### config.mk
export PLATFORM = sky130hd
export DESIGN_NAME = uaar_top
export DESIGN_NICKNAME = d
export VERILOG_FILES = /design/src/uaar_pkg.sv /design/src/uaar_fifo.sv /design/src/uaar_top.sv
export VERILOG_INCLUDE_DIRS = /design/src
export SDC_FILE = /design/constraint.sdc
export NUM_CORES = 1
export LEC_CHECK = 0
export ABC_AREA = 1
export BUFFER_PORTS_ARGS = -buffer_cell sky130_fd_sc_hd__buf_2
export CORE_ASPECT_RATIO = 0.8
export CORE_UTILIZATION = 35
export DETAILED_ROUTE_END_ITERATION = 12
export PLACE_DENSITY = 0.56
export SLEW_MARGIN = 20
export SYNTH_ARGS = -nofsm -noshare
export SYNTH_HDL_FRONTEND = slang
export SYNTH_SLANG_ARGS = --single-unit
### constraint.sdc
create_clock -name pclk -period 4.5 [get_ports pclk]
set_input_delay 0.675 -clock pclk [delete_from_list [all_inputs] [get_ports pclk]]
set_output_delay 0.675 -clock pclk [all_outputs]
set_load 0.05 [all_outputs]
### src/uaar_cfg.svh
/*
  Register indices, byte addresses, bit positions, reset values and
  bit-period counts of the serial port with address recognition.
  Assumes a 12-bit APB byte address, one 32-bit word per register.
*/
`ifndef UAAR_CFG_SVH
`define UAAR_CFG_SVH

// ---------------------------------------------------------------
// Register indices and byte addresses
// ---------------------------------------------------------------
`define UAAR_IDX_PWR 8'h87
`define UAAR_IDX_CTRL 8'h98
`define UAAR_IDX_DATA 8'h99
`define UAAR_IDX_BAUD 8'h9A
`define UAAR_IDX_ID 8'hA9
`define UAAR_IDX_MASK 8'hB9
`define UAAR_ADDR_PWR 12'(4 * `UAAR_IDX_PWR)
`define UAAR_ADDR_CTRL 12'(4 * `UAAR_IDX_CTRL)
`define UAAR_ADDR_DATA 12'(4 * `UAAR_IDX_DATA)
`define UAAR_ADDR_BAUD 12'(4 * `UAAR_IDX_BAUD)
`define UAAR_ADDR_ID 12'(4 * `UAAR_IDX_ID)
`define UAAR_ADDR_MASK 12'(4 * `UAAR_IDX_MASK)

// ---------------------------------------------------------------
// Serial control and power control bit positions
// ---------------------------------------------------------------
`define UAAR_B_MHI 7
`define UAAR_B_MLO 6
`define UAAR_B_MPE 5
`define UAAR_B_REN 4
`define UAAR_B_TB8 3
`define UAAR_B_RB8 2
`define UAAR_B_TI 1
`define UAAR_B_RI 0
`define UAAR_B_DBL 7
`define UAAR_B_B7SEL 6

// ---------------------------------------------------------------
// Reset values and port modes
// ---------------------------------------------------------------
`define UAAR_RST_CTRL 8'h00
`define UAAR_RST_ID 8'h00
`define UAAR_RST_MASK 8'h00
`define UAAR_RST_BAUD 16'h01B2
`define UAAR_MODE_SHIFT 2'h0
`define UAAR_MODE_VAR8 2'h1
`define UAAR_MODE_FIX9 2'h2
`define UAAR_MODE_VAR9 2'h3

// ---------------------------------------------------------------
// Bit periods in clock cycles
// ---------------------------------------------------------------
`define UAAR_M0_BIT 16'h000C
`define UAAR_M2_STD 16'h0040
`define UAAR_M2_DBL 16'h0020

`endif

### src/uaar_pkg.sv
/*
  State types of the serial port with address recognition.
  Assumes nothing of its surroundings.
*/
package uaar_pkg;

  // -------------------------------------------------------------
  // Engine states
  // -------------------------------------------------------------
  typedef enum logic [1:0] {TX_IDLE, TX_SEND} uaar_tx_st_type;
  typedef enum logic [1:0] {RX_IDLE, RX_START, RX_DATA} uaar_rx_st_type;

endpackage

### src/uaar_fifo.sv
/*
  Synchronous FIFO with valid and ready on both sides.
  Assumes one clock; DEPTH is a power of two.
*/
`timescale 1ns/1ps
module uaar_fifo #(
  parameter int WIDTH = 8,
  parameter int DEPTH = 16
) (
  // Clock and reset
  input wire logic pclk,
  input wire logic presetn,
  // Fill side
  input wire logic in_valid,
  output logic in_ready,
  input wire logic [WIDTH-1:0] in_data,
  // Drain side
  output logic out_valid,
  input wire logic out_ready,
  output logic [WIDTH-1:0] out_data
);

  localparam int AW = $clog2(DEPTH);

  typedef struct packed {
    logic [DEPTH-1:0][WIDTH-1:0] mem;
    logic [AW-1:0] wp;
    logic [AW-1:0] rp;
    logic [AW:0] cnt;
  } uaar_fifo_st_type;

  uaar_fifo_st_type s_r;
  uaar_fifo_st_type s_nxt;
  logic push;
  logic pop;

  assign in_ready = s_r.cnt != (AW + 1)'(DEPTH);
  assign out_valid = s_r.cnt != '0;
  assign out_data = s_r.mem[s_r.rp];
  assign push = in_valid & in_ready;
  assign pop = out_valid & out_ready;

  always_comb begin
    s_nxt = s_r;
    if (push) begin
      s_nxt.mem[s_r.wp] = in_data;
      s_nxt.wp = s_r.wp + 1'b1;
    end
    if (pop) begin
      s_nxt.rp = s_r.rp + 1'b1;
    end
    if (push && !pop) begin
      s_nxt.cnt = s_r.cnt + 1'b1;
    end else if (pop && !push) begin
      s_nxt.cnt = s_r.cnt - 1'b1;
    end
  end

  always_ff @(posedge pclk or negedge presetn) begin
    if (!presetn) begin
      s_r <= '0;
    end else begin
      s_r <= s_nxt;
    end
  end

endmodule // uaar_fifo

### src/uaar_top.sv
/*
  Serial port with automatic slave address recognition, APB slave.
  Transmit bytes queue in a FIFO; a full FIFO stalls the APB write.
  Assumes pclk is the oscillator of the fixed-rate mode and that rxd
  comes from a pin outside the clock domain.
*/

`timescale 1ns/1ps
`include "uaar_cfg.svh"
module uaar_top #(
  parameter int FIFO_DEPTH = 16,
  parameter int DIV_W = 16
) (
  // Clock and reset
  input wire logic pclk,
  input wire logic presetn,
  // APB slave
  input wire logic psel,
  input wire logic penable,
  input wire logic pwrite,
  input wire logic [11:0] paddr,
  input wire logic [31:0] pwdata,
  output logic [31:0] prdata,
  output logic pready,
  output logic pslverr,
  // Serial pins
  input wire logic rxd,
  output logic txd,
  output logic shift_clk
);

  // ---------------------------------------------------------------
  // State
  // ---------------------------------------------------------------
  typedef struct packed {
    logic [7:0] ctrl;
    logic fe;
    logic [7:0] slave_id;
    logic [7:0] slave_mask;
    logic baud_doubler;
    logic bit7_select;
    logic [DIV_W-1:0] baud;
    logic [31:0] rdata;
    logic [2:0] rx_s;
    logic rx_q;
    uaar_pkg::uaar_rx_st_type rx_st;
    logic [DIV_W-1:0] rx_cnt;
    logic [3:0] rx_idx;
    logic [9:0] rx_sh;
    logic [7:0] rx_buf;
    uaar_pkg::uaar_tx_st_type tx_st;
    logic [DIV_W-1:0] tx_cnt;
    logic [3:0] tx_idx;
    logic [10:0] tx_sh;
    logic txd;
    logic sclk;
  } uaar_top_st_type;

  uaar_top_st_type s_r;
  uaar_top_st_type s_nxt;

  logic [1:0] mode;
  logic nine_bit;
  logic [DIV_W-1:0] period;
  logic [DIV_W-1:0] reload;
  logic setup;
  logic access;
  logic hit_ctrl;
  logic hit_data;
  logic hit_baud;
  logic hit_id;
  logic hit_mask;
  logic hit_pwr;
  logic hit_any;
  logic wr_en;
  logic fifo_in_valid;
  logic fifo_in_ready;
  logic fifo_out_valid;
  logic fifo_out_ready;
  logic [7:0] fifo_out_data;
  logic [7:0] bcast;
  logic given_hit;
  logic bcast_hit;
  logic [7:0] rx_byte;
  logic rx_ninth;
  logic [31:0] rd_mux;

  // ---------------------------------------------------------------
  // Mode and bit period
  // ---------------------------------------------------------------
  assign mode = s_r.ctrl[`UAAR_B_MHI:`UAAR_B_MLO];
  assign nine_bit = s_r.ctrl[`UAAR_B_MHI];

  always_comb begin
    unique case (mode)
      `UAAR_MODE_SHIFT: period = DIV_W'(`UAAR_M0_BIT);
      `UAAR_MODE_FIX9: period = s_r.baud_doubler ?
        DIV_W'(`UAAR_M2_DBL) : DIV_W'(`UAAR_M2_STD);
      default: period = s_r.baud_doubler ?
        {1'b0, s_r.baud[DIV_W-1:1]} : s_r.baud;
    endcase
    reload = (period == '0) ? '0 : period - 1'b1;
  end

  // ---------------------------------------------------------------
  // Address recognition
  // ---------------------------------------------------------------
  assign rx_byte = s_r.rx_sh[7:0];
  assign rx_ninth = s_r.rx_sh[8];
  assign bcast = s_r.slave_id | s_r.slave_mask;
  // Per-bit compare; cleared mask bits never block a given-address match
  assign given_hit =
    ((rx_byte ^ s_r.slave_id) & s_r.slave_mask) == 8'h00;
  assign bcast_hit = ((rx_byte ^ bcast) & bcast) == 8'h00;

  // ---------------------------------------------------------------
  // APB decode
  // ---------------------------------------------------------------
  assign setup = psel & ~penable;
  assign access = psel & penable;
  assign hit_ctrl = paddr == `UAAR_ADDR_CTRL;
  assign hit_data = paddr == `UAAR_ADDR_DATA;
  assign hit_baud = paddr == `UAAR_ADDR_BAUD;
  assign hit_id = paddr == `UAAR_ADDR_ID;
  assign hit_mask = paddr == `UAAR_ADDR_MASK;
  assign hit_pwr = paddr == `UAAR_ADDR_PWR;
  assign hit_any = hit_ctrl | hit_data | hit_baud | hit_id |
    hit_mask | hit_pwr;

  // Writes to a full transmit queue wait in the access phase
  assign pready = ~(access & pwrite & hit_data & ~fifo_in_ready);
  assign pslverr = access & ~hit_any;
  assign wr_en = access & pwrite & pready & hit_any;
  assign fifo_in_valid = access & pwrite & hit_data;
  assign prdata = s_r.rdata;
  assign fifo_out_ready = s_r.tx_st == uaar_pkg::TX_IDLE;
  assign txd = s_r.txd;
  assign shift_clk = s_r.sclk;

  always_comb begin
    rd_mux = 32'h0000_0000;
    if (hit_ctrl) begin
      rd_mux[7:0] = s_r.ctrl;
      rd_mux[`UAAR_B_MHI] = s_r.bit7_select ?
        s_r.fe : s_r.ctrl[`UAAR_B_MHI];
    end else if (hit_data) begin
      rd_mux[7:0] = s_r.rx_buf;
    end else if (hit_baud) begin
      rd_mux[DIV_W-1:0] = s_r.baud;
    end else if (hit_id) begin
      rd_mux[7:0] = s_r.slave_id;
    end else if (hit_mask) begin
      rd_mux[7:0] = s_r.slave_mask;
    end else if (hit_pwr) begin
      rd_mux[`UAAR_B_DBL] = s_r.baud_doubler;
      rd_mux[`UAAR_B_B7SEL] = s_r.bit7_select;
    end
  end

  // ---------------------------------------------------------------
  // Transmit queue
  // ---------------------------------------------------------------
  uaar_fifo #(
    .WIDTH(8),
    .DEPTH(FIFO_DEPTH)
  ) u_txq (
    .pclk(pclk),
    .presetn(presetn),
    .in_valid(fifo_in_valid),
    .in_ready(fifo_in_ready),
    .in_data(pwdata[7:0]),
    .out_valid(fifo_out_valid),
    .out_ready(fifo_out_ready),
    .out_data(fifo_out_data)
  );

  // ---------------------------------------------------------------
  // Next state
  // ---------------------------------------------------------------
  always_comb begin
    s_nxt = s_r;

    // Read data is captured in the setup phase
    if (setup) begin
      s_nxt.rdata = rd_mux;
    end

    // Software writes first, hardware events below win
    if (wr_en && hit_ctrl) begin
      s_nxt.ctrl[6:0] = pwdata[6:0];
      if (s_r.bit7_select) begin
        s_nxt.fe = pwdata[7];
      end else begin
        s_nxt.ctrl[`UAAR_B_MHI] = pwdata[7];
      end
    end
    if (wr_en && hit_baud) begin
      s_nxt.baud = pwdata[DIV_W-1:0];
    end
    if (wr_en && hit_id) begin
      s_nxt.slave_id = pwdata[7:0];
    end
    if (wr_en && hit_mask) begin
      s_nxt.slave_mask = pwdata[7:0];
    end
    if (wr_en && hit_pwr) begin
      s_nxt.baud_doubler = pwdata[`UAAR_B_DBL];
      s_nxt.bit7_select = pwdata[`UAAR_B_B7SEL];
    end

    // Receive pin: three flops, level taken when the last two agree
    s_nxt.rx_s = {s_r.rx_s[1:0], rxd};
    if (s_r.rx_s[1] == s_r.rx_s[2]) begin
      s_nxt.rx_q = s_r.rx_s[2];
    end

    // -------------------------------------------------------------
    // Transmitter
    // -------------------------------------------------------------
    unique case (s_r.tx_st)
      uaar_pkg::TX_IDLE: begin
        s_nxt.txd = 1'b1;
        s_nxt.sclk = 1'b1;
        if (fifo_out_valid) begin
          s_nxt.tx_st = uaar_pkg::TX_SEND;
          s_nxt.tx_cnt = reload;
          if (mode == `UAAR_MODE_SHIFT) begin
            s_nxt.tx_sh = {3'h7, fifo_out_data};
            s_nxt.tx_idx = 4'h7;
          end else if (!nine_bit) begin
            s_nxt.tx_sh = {2'h3, fifo_out_data, 1'b0};
            s_nxt.tx_idx = 4'h9;
          end else begin
            s_nxt.tx_sh = {1'b1, s_r.ctrl[`UAAR_B_TB8],
              fifo_out_data, 1'b0};
            s_nxt.tx_idx = 4'hA;
          end
          s_nxt.txd = s_nxt.tx_sh[0];
          s_nxt.sclk = mode != `UAAR_MODE_SHIFT;
        end
      end
      uaar_pkg::TX_SEND: begin
        if (s_r.tx_cnt == '0) begin
          if (s_r.tx_idx == 4'h0) begin
            s_nxt.tx_st = uaar_pkg::TX_IDLE;
            s_nxt.txd = 1'b1;
            s_nxt.sclk = 1'b1;
            s_nxt.ctrl[`UAAR_B_TI] = 1'b1;
          end else begin
            s_nxt.tx_sh = {1'b1, s_r.tx_sh[10:1]};
            s_nxt.txd = s_r.tx_sh[1];
            s_nxt.tx_idx = s_r.tx_idx - 1'b1;
            s_nxt.tx_cnt = reload;
            s_nxt.sclk = mode != `UAAR_MODE_SHIFT;
          end
        end else begin
          s_nxt.tx_cnt = s_r.tx_cnt - 1'b1;
          // Shift clock rises half way through each bit
          if (s_r.tx_cnt <= {1'b0, reload[DIV_W-1:1]}) begin
            s_nxt.sclk = 1'b1;
          end
        end
      end
      default: begin
        s_nxt.tx_st = uaar_pkg::TX_IDLE;
      end
    endcase

    // -------------------------------------------------------------
    // Receiver
    // -------------------------------------------------------------
    unique case (s_r.rx_st)
      uaar_pkg::RX_IDLE: begin
        if (s_r.ctrl[`UAAR_B_REN] && mode != `UAAR_MODE_SHIFT &&
            !s_r.rx_q) begin
          s_nxt.rx_st = uaar_pkg::RX_START;
          s_nxt.rx_cnt = {1'b0, reload[DIV_W-1:1]};
        end
      end
      uaar_pkg::RX_START: begin
        if (s_r.rx_cnt != '0) begin
          s_nxt.rx_cnt = s_r.rx_cnt - 1'b1;
        end else if (s_r.rx_q) begin
          // Glitch, not a start bit
          s_nxt.rx_st = uaar_pkg::RX_IDLE;
        end else begin
          s_nxt.rx_st = uaar_pkg::RX_DATA;
          s_nxt.rx_cnt = reload;
          s_nxt.rx_idx = 4'h0;
        end
      end
      uaar_pkg::RX_DATA: begin
        if (s_r.rx_cnt != '0) begin
          s_nxt.rx_cnt = s_r.rx_cnt - 1'b1;
        end else if (s_r.rx_idx != (nine_bit ? 4'h9 : 4'h8)) begin
          s_nxt.rx_sh[s_r.rx_idx] = s_r.rx_q;
          s_nxt.rx_idx = s_r.rx_idx + 1'b1;
          s_nxt.rx_cnt = reload;
        end else begin
          // Stop bit sampled now
          s_nxt.rx_st = uaar_pkg::RX_IDLE;
          if (!s_r.rx_q) begin
            s_nxt.fe = 1'b1;
          end
          if (nine_bit) begin
            s_nxt.ctrl[`UAAR_B_RB8] = rx_ninth;
          end
          if (!s_r.ctrl[`UAAR_B_RI] &&
              (!s_r.ctrl[`UAAR_B_MPE] ||
               (nine_bit ? (rx_ninth && (given_hit || bcast_hit))
                         : s_r.rx_q))) begin
            s_nxt.rx_buf = rx_byte;
            s_nxt.ctrl[`UAAR_B_RI] = 1'b1;
            if (!nine_bit) begin
              s_nxt.ctrl[`UAAR_B_RB8] = s_r.rx_q;
            end
          end
        end
      end
      default: begin
        s_nxt.rx_st = uaar_pkg::RX_IDLE;
      end
    endcase
  end

  // ---------------------------------------------------------------
  // State register
  // ---------------------------------------------------------------
  always_ff @(posedge pclk or negedge presetn) begin
    if (!presetn) begin
      s_r <= '0;
      s_r.ctrl <= `UAAR_RST_CTRL;
      s_r.slave_id <= `UAAR_RST_ID;
      s_r.slave_mask <= `UAAR_RST_MASK;
      s_r.baud <= DIV_W'(`UAAR_RST_BAUD);
      s_r.rx_s <= 3'h7;
      s_r.rx_q <= 1'b1;
      s_r.rx_st <= uaar_pkg::RX_IDLE;
      s_r.tx_st <= uaar_pkg::TX_IDLE;
      s_r.txd <= 1'b1;
      s_r.sclk <= 1'b1;
    end else begin
      s_r <= s_nxt;
    end
  end

endmodule // uaar_top

Word level (Yosys, flattened, before mapping). Index checks and enable logic that the tools add are counted. W data, S select, Z words.

Bitwise gates (word level): 27. Mux-type cells: 72. Reductions and logical operators: 46. Equal/unequal tests: 27. $lt $le $gt $ge: 6. Shift operators: 0. $add $sub $neg: 9. Multipliers: 0. Divide/modulo/power cells: 0.

Operators by type and width (count): $bwmux W128 (1); $mux W16 (6); $mux W8 (11); $eq A12 B10 Y1 const B (6); $pmux W33 S2 (1); $pmux W16 S3 (1); $sub A16 B1 Y16 const B (3); $mux W35 (1); $bmux W8 S4 (1); $demux W8 S4 (1); $logic_not A16 Y1 (2); $pmux W16 S2 (1); $mux W31 (1); $mux W30 (1); $mux W2 (12); $mux W22 (1); $mux W20 (1); $mux W1 (18); $mux W18 (1); $ne A2 B2 Y1 const B (9); $and A8 B8 Y8 (2); $le A16 B15 Y1 (1); $logic_not A8 Y1 (2); $reduce_and A4 Y1 (4); other kinds (41) (99).

Input bits: 50. Memories: 0. Logic and storage cells: 229. Register bits after elaboration: 279. Bits in read-only memories: 0. Latch bits: 0. Output and inout port bits: 36. Memory bits (writable): 0.

Depth between registers and ports, before layout.
Word-level depth: 15. Mapped depth: 22. Depth with buffers taken out: 21.

Hierarchy. Synthesis repeated with hierarchy kept, for this count alone.

Cell total of the unflattened synthesis: 2367. Area total of the unflattened synthesis: 17171.5 um2.

Modules (own cells, without submodules): uaar_top (instances 1, cells each 1298, sequential area each 3392.0 um2, area each 9313.9 um2); uaar_fifo (instances 1, cells each 1069, sequential area each 3528.4 um2, area each 7857.5 um2).

Least setup slack after synthesis. Ideal clock, no wire load.

Path kind: input to register. Start point: input paddr[11]. End point: register u_txq.s_r[4] in the netlist's numbering. Stages: 15. Arrival: 2609 ps. Path slack: 1766 ps. Library setup time: 125 ps. Data required time: 4375 ps. Buffers on the path: 0. Cells stage by stage: nor2_2 nand3_4 nor4_1 nand3_1 nor2_1 ha_1 inv_1 fa_1 a21oi_1 nor2_1 nor2_1 nand2_1 nand2_1 nor2_1 xor2_1.

Word-level cells in the longest chain between the ends: 6. Elaborated cells between the ends (all ways): 8. Classes of those cells: eq/ne: 1; mux: 1; bitwise: 2; reduce/logical: 4.

Ends and longest elaborated chain: start: declaration (RTL line uaar_top.sv:21) `input wire logic [11:0] paddr,`; $eq A12 B10 Y1 (no source line) *; $and A1 B1 Y1 * (RTL line uaar_top.sv:134) `assign fifo_in_valid = access & pwrite & hit_data;`; $and A1 B1 Y1 * (RTL line uaar_fifo.sv:40) `assign push = in_valid & in_ready;`; via u_txq.push (RTL line uaar_fifo.sv:34) `logic push;`; $logic_not A1 Y1 (RTL line uaar_fifo.sv:54) `end else if (pop && !push) begin`; $logic_and A1 B1 Y1 (RTL line uaar_fifo.sv:54); $reduce_bool A2 Y1 (no source line); end signal: assignment (RTL line uaar_fifo.sv:63) `s_r <= s_nxt;`; end: declaration (RTL line uaar_fifo.sv:32) `uaar_fifo_st_type s_r;`.

The timed path passes the listed nets; every way through them passes the cells marked *. A chain may end at the register's enable or synchronous reset.

Worst setup path in the final report.
Start point: register s_r[128] in the netlist's numbering. End point: register s_r (netlist bit shift_clk).

Word-level cells in the longest chain between the ends: 7. Elaborated cells between the ends (all ways): 9. Classes of those cells: add/sub: 1; order compare: 1; eq/ne: 1; mux: 4; reduce/logical: 2.

Ends and longest elaborated chain: start: declaration (RTL line uaar_top.sv:59) `uaar_top_st_type s_r;`; start signal: assignment (RTL line uaar_top.sv:343) `s_r <= s_nxt;`; $mux W16 or $mux W7 (tied branches) (RTL line uaar_top.sv:99, uaar_top.sv:97); $pmux W16 S2 * (RTL line uaar_top.sv:95) `unique case (mode)`; $sub A16 B1 Y16 or $logic_not A16 Y1 (tied branches) (RTL line uaar_top.sv:102) `reload = (period == '0) ? '0 : period - 1'b1;`; $mux W16 * (RTL line uaar_top.sv:102); $le A16 B15 Y1 * (RTL line uaar_top.sv:259) `if (s_r.tx_cnt <= {1'b0, reload[DIV_W-1:1]}) begin`; $ne A3 B3 Y1 (no source line) *; $reduce_and A2 Y1 (no source line) *.

Mark *: on every way between the ends. The rest lies on a longest branch, timed or not.

==> impl_metrics.prom <==
# TYPE chip_impl_metric gauge
chip_impl_info{name="worst_r2r_startpoint",value="s_r[128]"} 1
chip_impl_metric{name="floorplan.die_area",unit="um2"} 46140
chip_impl_metric{name="register_bit_count_reported_by_yosys",unit=""} 276
chip_impl_metric{name="timing.critical_path.arrival",unit="ns"} 4.07
chip_impl_metric{name="cts_hold_repair.buffers",unit=""} 0
chip_impl_info{name="cpMaxStageDelayCell",value="sky130_fd_sc_hd__dfrtp_1"} 1
chip_impl_info{name="cts-root-buf",value="sky130_fd_sc_hd__clkbuf_16"} 1
chip_impl_metric{name="stdcell_area",unit="um2"} 17430
chip_impl_metric{name="clkTransAtPathRegs",unit="ns"} 0.06
chip_impl_metric{name="worst_ir_drop_vdd",unit="V"} 0.0002770
chip_impl_metric{name="post_route_insts_no_fill",unit=""} 2633
chip_impl_metric{name="layout-drive-gt1-share",unit=""} 0.1177
chip_impl_metric{name="detail_route.wirelength",unit="mm"} 43.55
chip_impl_metric{name="worst_clock_skew",unit="ns"} 0.01277
chip_impl_metric{name="placedInstanceArea",unit="um2"} 16340
chip_impl_metric{name="area.growth.synth_to_final",unit="%"} 9.988
chip_impl_metric{name="fp.dieH",unit="um"} 192.3
chip_impl_metric{name="boundaryPins",unit=""} 86
chip_impl_info{name="worst_path_most_repeated_cell",value="sky130_fd_sc_hd__nand2_1"} 1
chip_impl_metric{name="postSynthCellCount",unit=""} 2015
chip_impl_metric{name="drv_cap",unit=""} 0
chip_impl_metric{name="post-route-min-period",unit="ns"} 3.544
chip_impl_metric{name="p_per_area",unit="nW/um2"} 314.4
chip_impl_info{name="cpLargestDelayFamily",value="simple AND/OR/NAND/NOR gates"} 1
chip_impl_metric{name="n_antenna_cell",unit=""} 0
chip_impl_metric{name="input_output_buffers",unit=""} 53
chip_impl_metric{name="static_leakage",unit="nW"} 8.165
chip_impl_metric{name="mappedNetlistArea",unit="um2"} 15850
chip_impl_metric{name="synth_top_area_share",unit=""} 0.4184
chip_impl_metric{name="fp.coreArea",unit="um2"} 44550
chip_impl_metric{name="globalplace.congestion",unit=""} 0.8982
chip_impl_metric{name="critical_path.max_fanout",unit=""} 23
chip_impl_metric{name="route.detailed.vias_per_inst",unit=""} 5.110
chip_impl_metric{name="first_iter_violations",unit=""} 1217
chip_impl_info{name="timing.critical_path.from_type",value="flip-flop"} 1
chip_impl_info{name="yosys_most_used_dff",value="sky130_fd_sc_hd__dfrtp_1"} 1
chip_impl_metric{name="grt_antenna_before_repair",unit=""} 1
chip_impl_info{name="grt_setup_unrepaired",value="false"} 1
chip_impl_metric{name="timing.final.setup_violations",unit=""} 0
chip_impl_metric{name="grt_pass1_vias",unit=""} 12336
chip_impl_metric{name="layout.nets",unit=""} 2093
chip_impl_metric{name="initial_utilization",unit=""} 0.3557
chip_impl_info{name="synth_top_area_cell",value="sky130_fd_sc_hd__dfrtp_1"} 1
chip_impl_metric{name="rrSetupSlack",unit="ns"} 0.96
chip_impl_metric{name="p_total",unit="W"} 0.005480
chip_impl_metric{name="dr.pass1.iters",unit=""} 5
chip_impl_metric{name="num_vias",unit=""} 13455
chip_impl_info{name="tritoncts",value="yes"} 1
chip_impl_metric{name="setup-tns-final",unit="ns"} 0
chip_impl_metric{name="wire_per_inst",unit="um"} 16.54
chip_impl_metric{name="timing.hold.ws",unit="ns"} 0.1656
chip_impl_metric{name="synth-seq-area-share",unit=""} 0.4367
chip_impl_metric{name="max_slew.worst_pin.slew",unit="ns"} 1.075
chip_impl_metric{name="placed_cells",unit=""} 2575
chip_impl_metric{name="achievable-frequency",unit="GHz"} 0.2822
chip_impl_metric{name="die-width",unit="um"} 239.9
chip_impl_metric{name="synth.avg_cell_area",unit="um2"} 7.865
chip_impl_metric{name="clock_tree_buf_depth",unit=""} 3
chip_impl_metric{name="place.detailed.hpwl",unit="mm"} 30.00
chip_impl_metric{name="grt_pass1_wl",unit="mm"} 69.35
chip_impl_metric{name="yosysWarnings",unit=""} 0
chip_impl_metric{name="timing_max_transition_violations_final",unit=""} 0
chip_impl_metric{name="post-route-period-util",unit=""} 0.7876
chip_impl_info{name="ys_top_cells_by_count",value="sky130_fd_sc_hd__nand2_1 (447), sky130_fd_sc_hd__dfrtp_1 (265), sky130_fd_sc_hd__nor2_1 (222)"} 1
chip_impl_metric{name="relSlewSlack",unit=""} 0.2825
chip_impl_info{name="setup.worst_path.end_class",value="flip-flop"} 1
chip_impl_metric{name="detail_route.drc_violations",unit=""} 0
chip_impl_metric{name="cts.sink_count",unit=""} 276
chip_impl_info{name="worst_hold_path_type",value="in -> async"} 1
chip_impl_metric{name="worst-r2r-cell-count",unit=""} 20
chip_impl_metric{name="timing.critical_path.slowest_cell_delay",unit="ns"} 0.78
chip_impl_metric{name="clock_insertion_delay_worst_skew",unit="ns"} 0.59
chip_impl_metric{name="synth-async-reset-ratio",unit=""} 1.000
chip_impl_info{name="crit_path_cell_trace",value="inv_2 > nand2_1 > nand3_2 > ha_1 > nand3_2 > inv_2 > nand2_4 > inv_4 > nand2_8 > nand3_1 > ha_1 > nand2_1 > inv_1 > o21ai_0 > a21oi_1 > nor3_1 > o31ai_1 > nand2_1 > nand3_1 > nand2_1"} 1
chip_impl_metric{name="cts_made_buffers",unit=""} 31
chip_impl_metric{name="hold_viol",unit=""} 0
chip_impl_info{name="run_status",value="finished clean"} 1
chip_impl_info{name="worst_r2r_endpoint",value="shift_clk"} 1
chip_impl_metric{name="req_time_crit_path",unit="ns"} 5.03
chip_impl_metric{name="grt_util_all_layers",unit=""} 0.1897
chip_impl_metric{name="synth_edf_count",unit=""} 0
chip_impl_info{name="synth_top_area_cells",value="sky130_fd_sc_hd__dfrtp_1 (42%), sky130_fd_sc_hd__nand2_1 (11%), sky130_fd_sc_hd__o21ai_0 (6.2%), sky130_fd_sc_hd__nor2_1 (5.3%), sky130_fd_sc_hd__inv_1 (3.9%)"} 1
chip_impl_metric{name="critical_path_buf_inv_count",unit=""} 4
chip_impl_info{name="synthMostInstantiatedCell",value="sky130_fd_sc_hd__nand2_1"} 1
chip_impl_metric{name="rows",unit=""} 69
chip_impl_metric{name="post_synth_num_cell_types",unit=""} 60
chip_impl_info{name="worst-setup-path-type",value="reg -> reg"} 1
chip_impl_metric{name="cts_htree_levels",unit=""} 1
chip_impl_metric{name="post_cts_resized",unit=""} 0
chip_impl_metric{name="setup_fix_bufs_post_cts",unit=""} 0
chip_impl_metric{name="drt.antenna.violating_nets",unit=""} 0
chip_impl_metric{name="grt_max_degree",unit=""} 118
chip_impl_metric{name="total_congestion_overflow",unit=""} 0
==> final cells by class <==
cell class	instances	area, um2
tap	603	754.5
clock inverter	18	211.5
timing repair buffer	65	390.4
multi-input combinational	1444	7556
sequential	276	6922
fill	4562	27120
clock buffer	40	879.6
inverter	187	716.9
==> power breakdown <==
group          internal, W  switching, W  total, W
Combinational    0.0000546      0.000208  0.000263
Clock              0.00161       0.00109   0.00270
Sequential         0.00250     0.0000151   0.00252
Total              0.00417       0.00131   0.00548
==> per-layer routing <==
metal / part of all wire / wire length [um] / vias to the layer above / global-route usage
li1: - / - / 6611 / -
met1: 0.52 / 22670 / 6417 / 0.3003
met2: 0.40 / 17500 / 371 / 0.2707
met3: 0.058 / 2537 / 56 / 0.02117
met4: 0.019 / 834 / 0 / 0.04581
met5: 0 / 0 / - / 0
==> through the flow <==
| step | utilization | setup slack, ns |
|---|---|---|
| 2_1_floorplan | - | 1.766 |
| 4_1_cts | 0.3913 | 0.9936 |
| 5_1_grt | 0.3913 | 0.6391 |
| 3_5_place_dp | 0.3668 | 1.039 |
| 3_3_place_gp | 0.3668 | 1.027 |
| 6_report | 0.3913 | 0.9558 |
==> registers in the layout, summed over array words and instances (netlist names) <==
register / flops
rx_ninth: 1
txd: 1
u_txq.s_r: 141
rx_byte: 8
s_r: 104
shift_clk: 1
prdata: 16
mode: 2
s_nxt: 2
==> cells in the final DEF, fill, tap and decap left out, types with 9 or more instances in the layout <==
master,instances
sky130_fd_sc_hd__xor2_1,20
sky130_fd_sc_hd__conb_1,16
sky130_fd_sc_hd__nand4_1,29
sky130_fd_sc_hd__nand2_2,17
sky130_fd_sc_hd__clkbuf_16,31
sky130_fd_sc_hd__clkinv_2,13
sky130_fd_sc_hd__buf_4,10
sky130_fd_sc_hd__nand3_1,93
sky130_fd_sc_hd__dfrtp_1,264
sky130_fd_sc_hd__o21ai_2,11
sky130_fd_sc_hd__o21ai_1,99
sky130_fd_sc_hd__nor3_1,14
sky130_fd_sc_hd__nor2_4,9
sky130_fd_sc_hd__nand4_4,11
sky130_fd_sc_hd__o22ai_1,11
sky130_fd_sc_hd__o21ai_0,197
sky130_fd_sc_hd__ha_1,37
sky130_fd_sc_hd__o31ai_1,10
sky130_fd_sc_hd__nand2_1,447
sky130_fd_sc_hd__inv_2,12
sky130_fd_sc_hd__nor2_1,222
sky130_fd_sc_hd__o211ai_1,40
sky130_fd_sc_hd__nand3_2,15
sky130_fd_sc_hd__a21oi_1,75
sky130_fd_sc_hd__inv_1,164
sky130_fd_sc_hd__buf_2,52
sky130_fd_sc_hd__dfstp_2,11
==> kinds of logic (layout without fill, tap and decap cells) <==
family | Yosys count | count (layout) | synth area share
AO/OA/AOI/OAI | 474 | 474 | 0.1676
XOR/XNOR | 28 | 28 | 0.01547
adder cells (fa/ha/maj) | 39 | 39 | 0.03111
buffers and inverters | 310 | 310 | 0.09008
flip-flops | 276 | 276 | 0.4367
other | 1 | 16 | 0.0002366
AND/OR/NAND/NOR | 887 | 887 | 0.2588
==> how the worst max path moves through the flow <==
stage               startpoint           end  slack [ns]  cells after the start
global placement      s_r[128]     shift_clk        1.03                     20
floorplan            paddr[11]  u_txq.s_r[4]        1.77                     15
CTS                   s_r[128]     shift_clk        0.99                     20
detailed placement    s_r[128]     shift_clk        1.04                     20
finish                s_r[128]     shift_clk        0.96                     20
global route          s_r[128]     shift_clk        0.64                     18
Note: power is estimated with default switching activity, not from simulation.
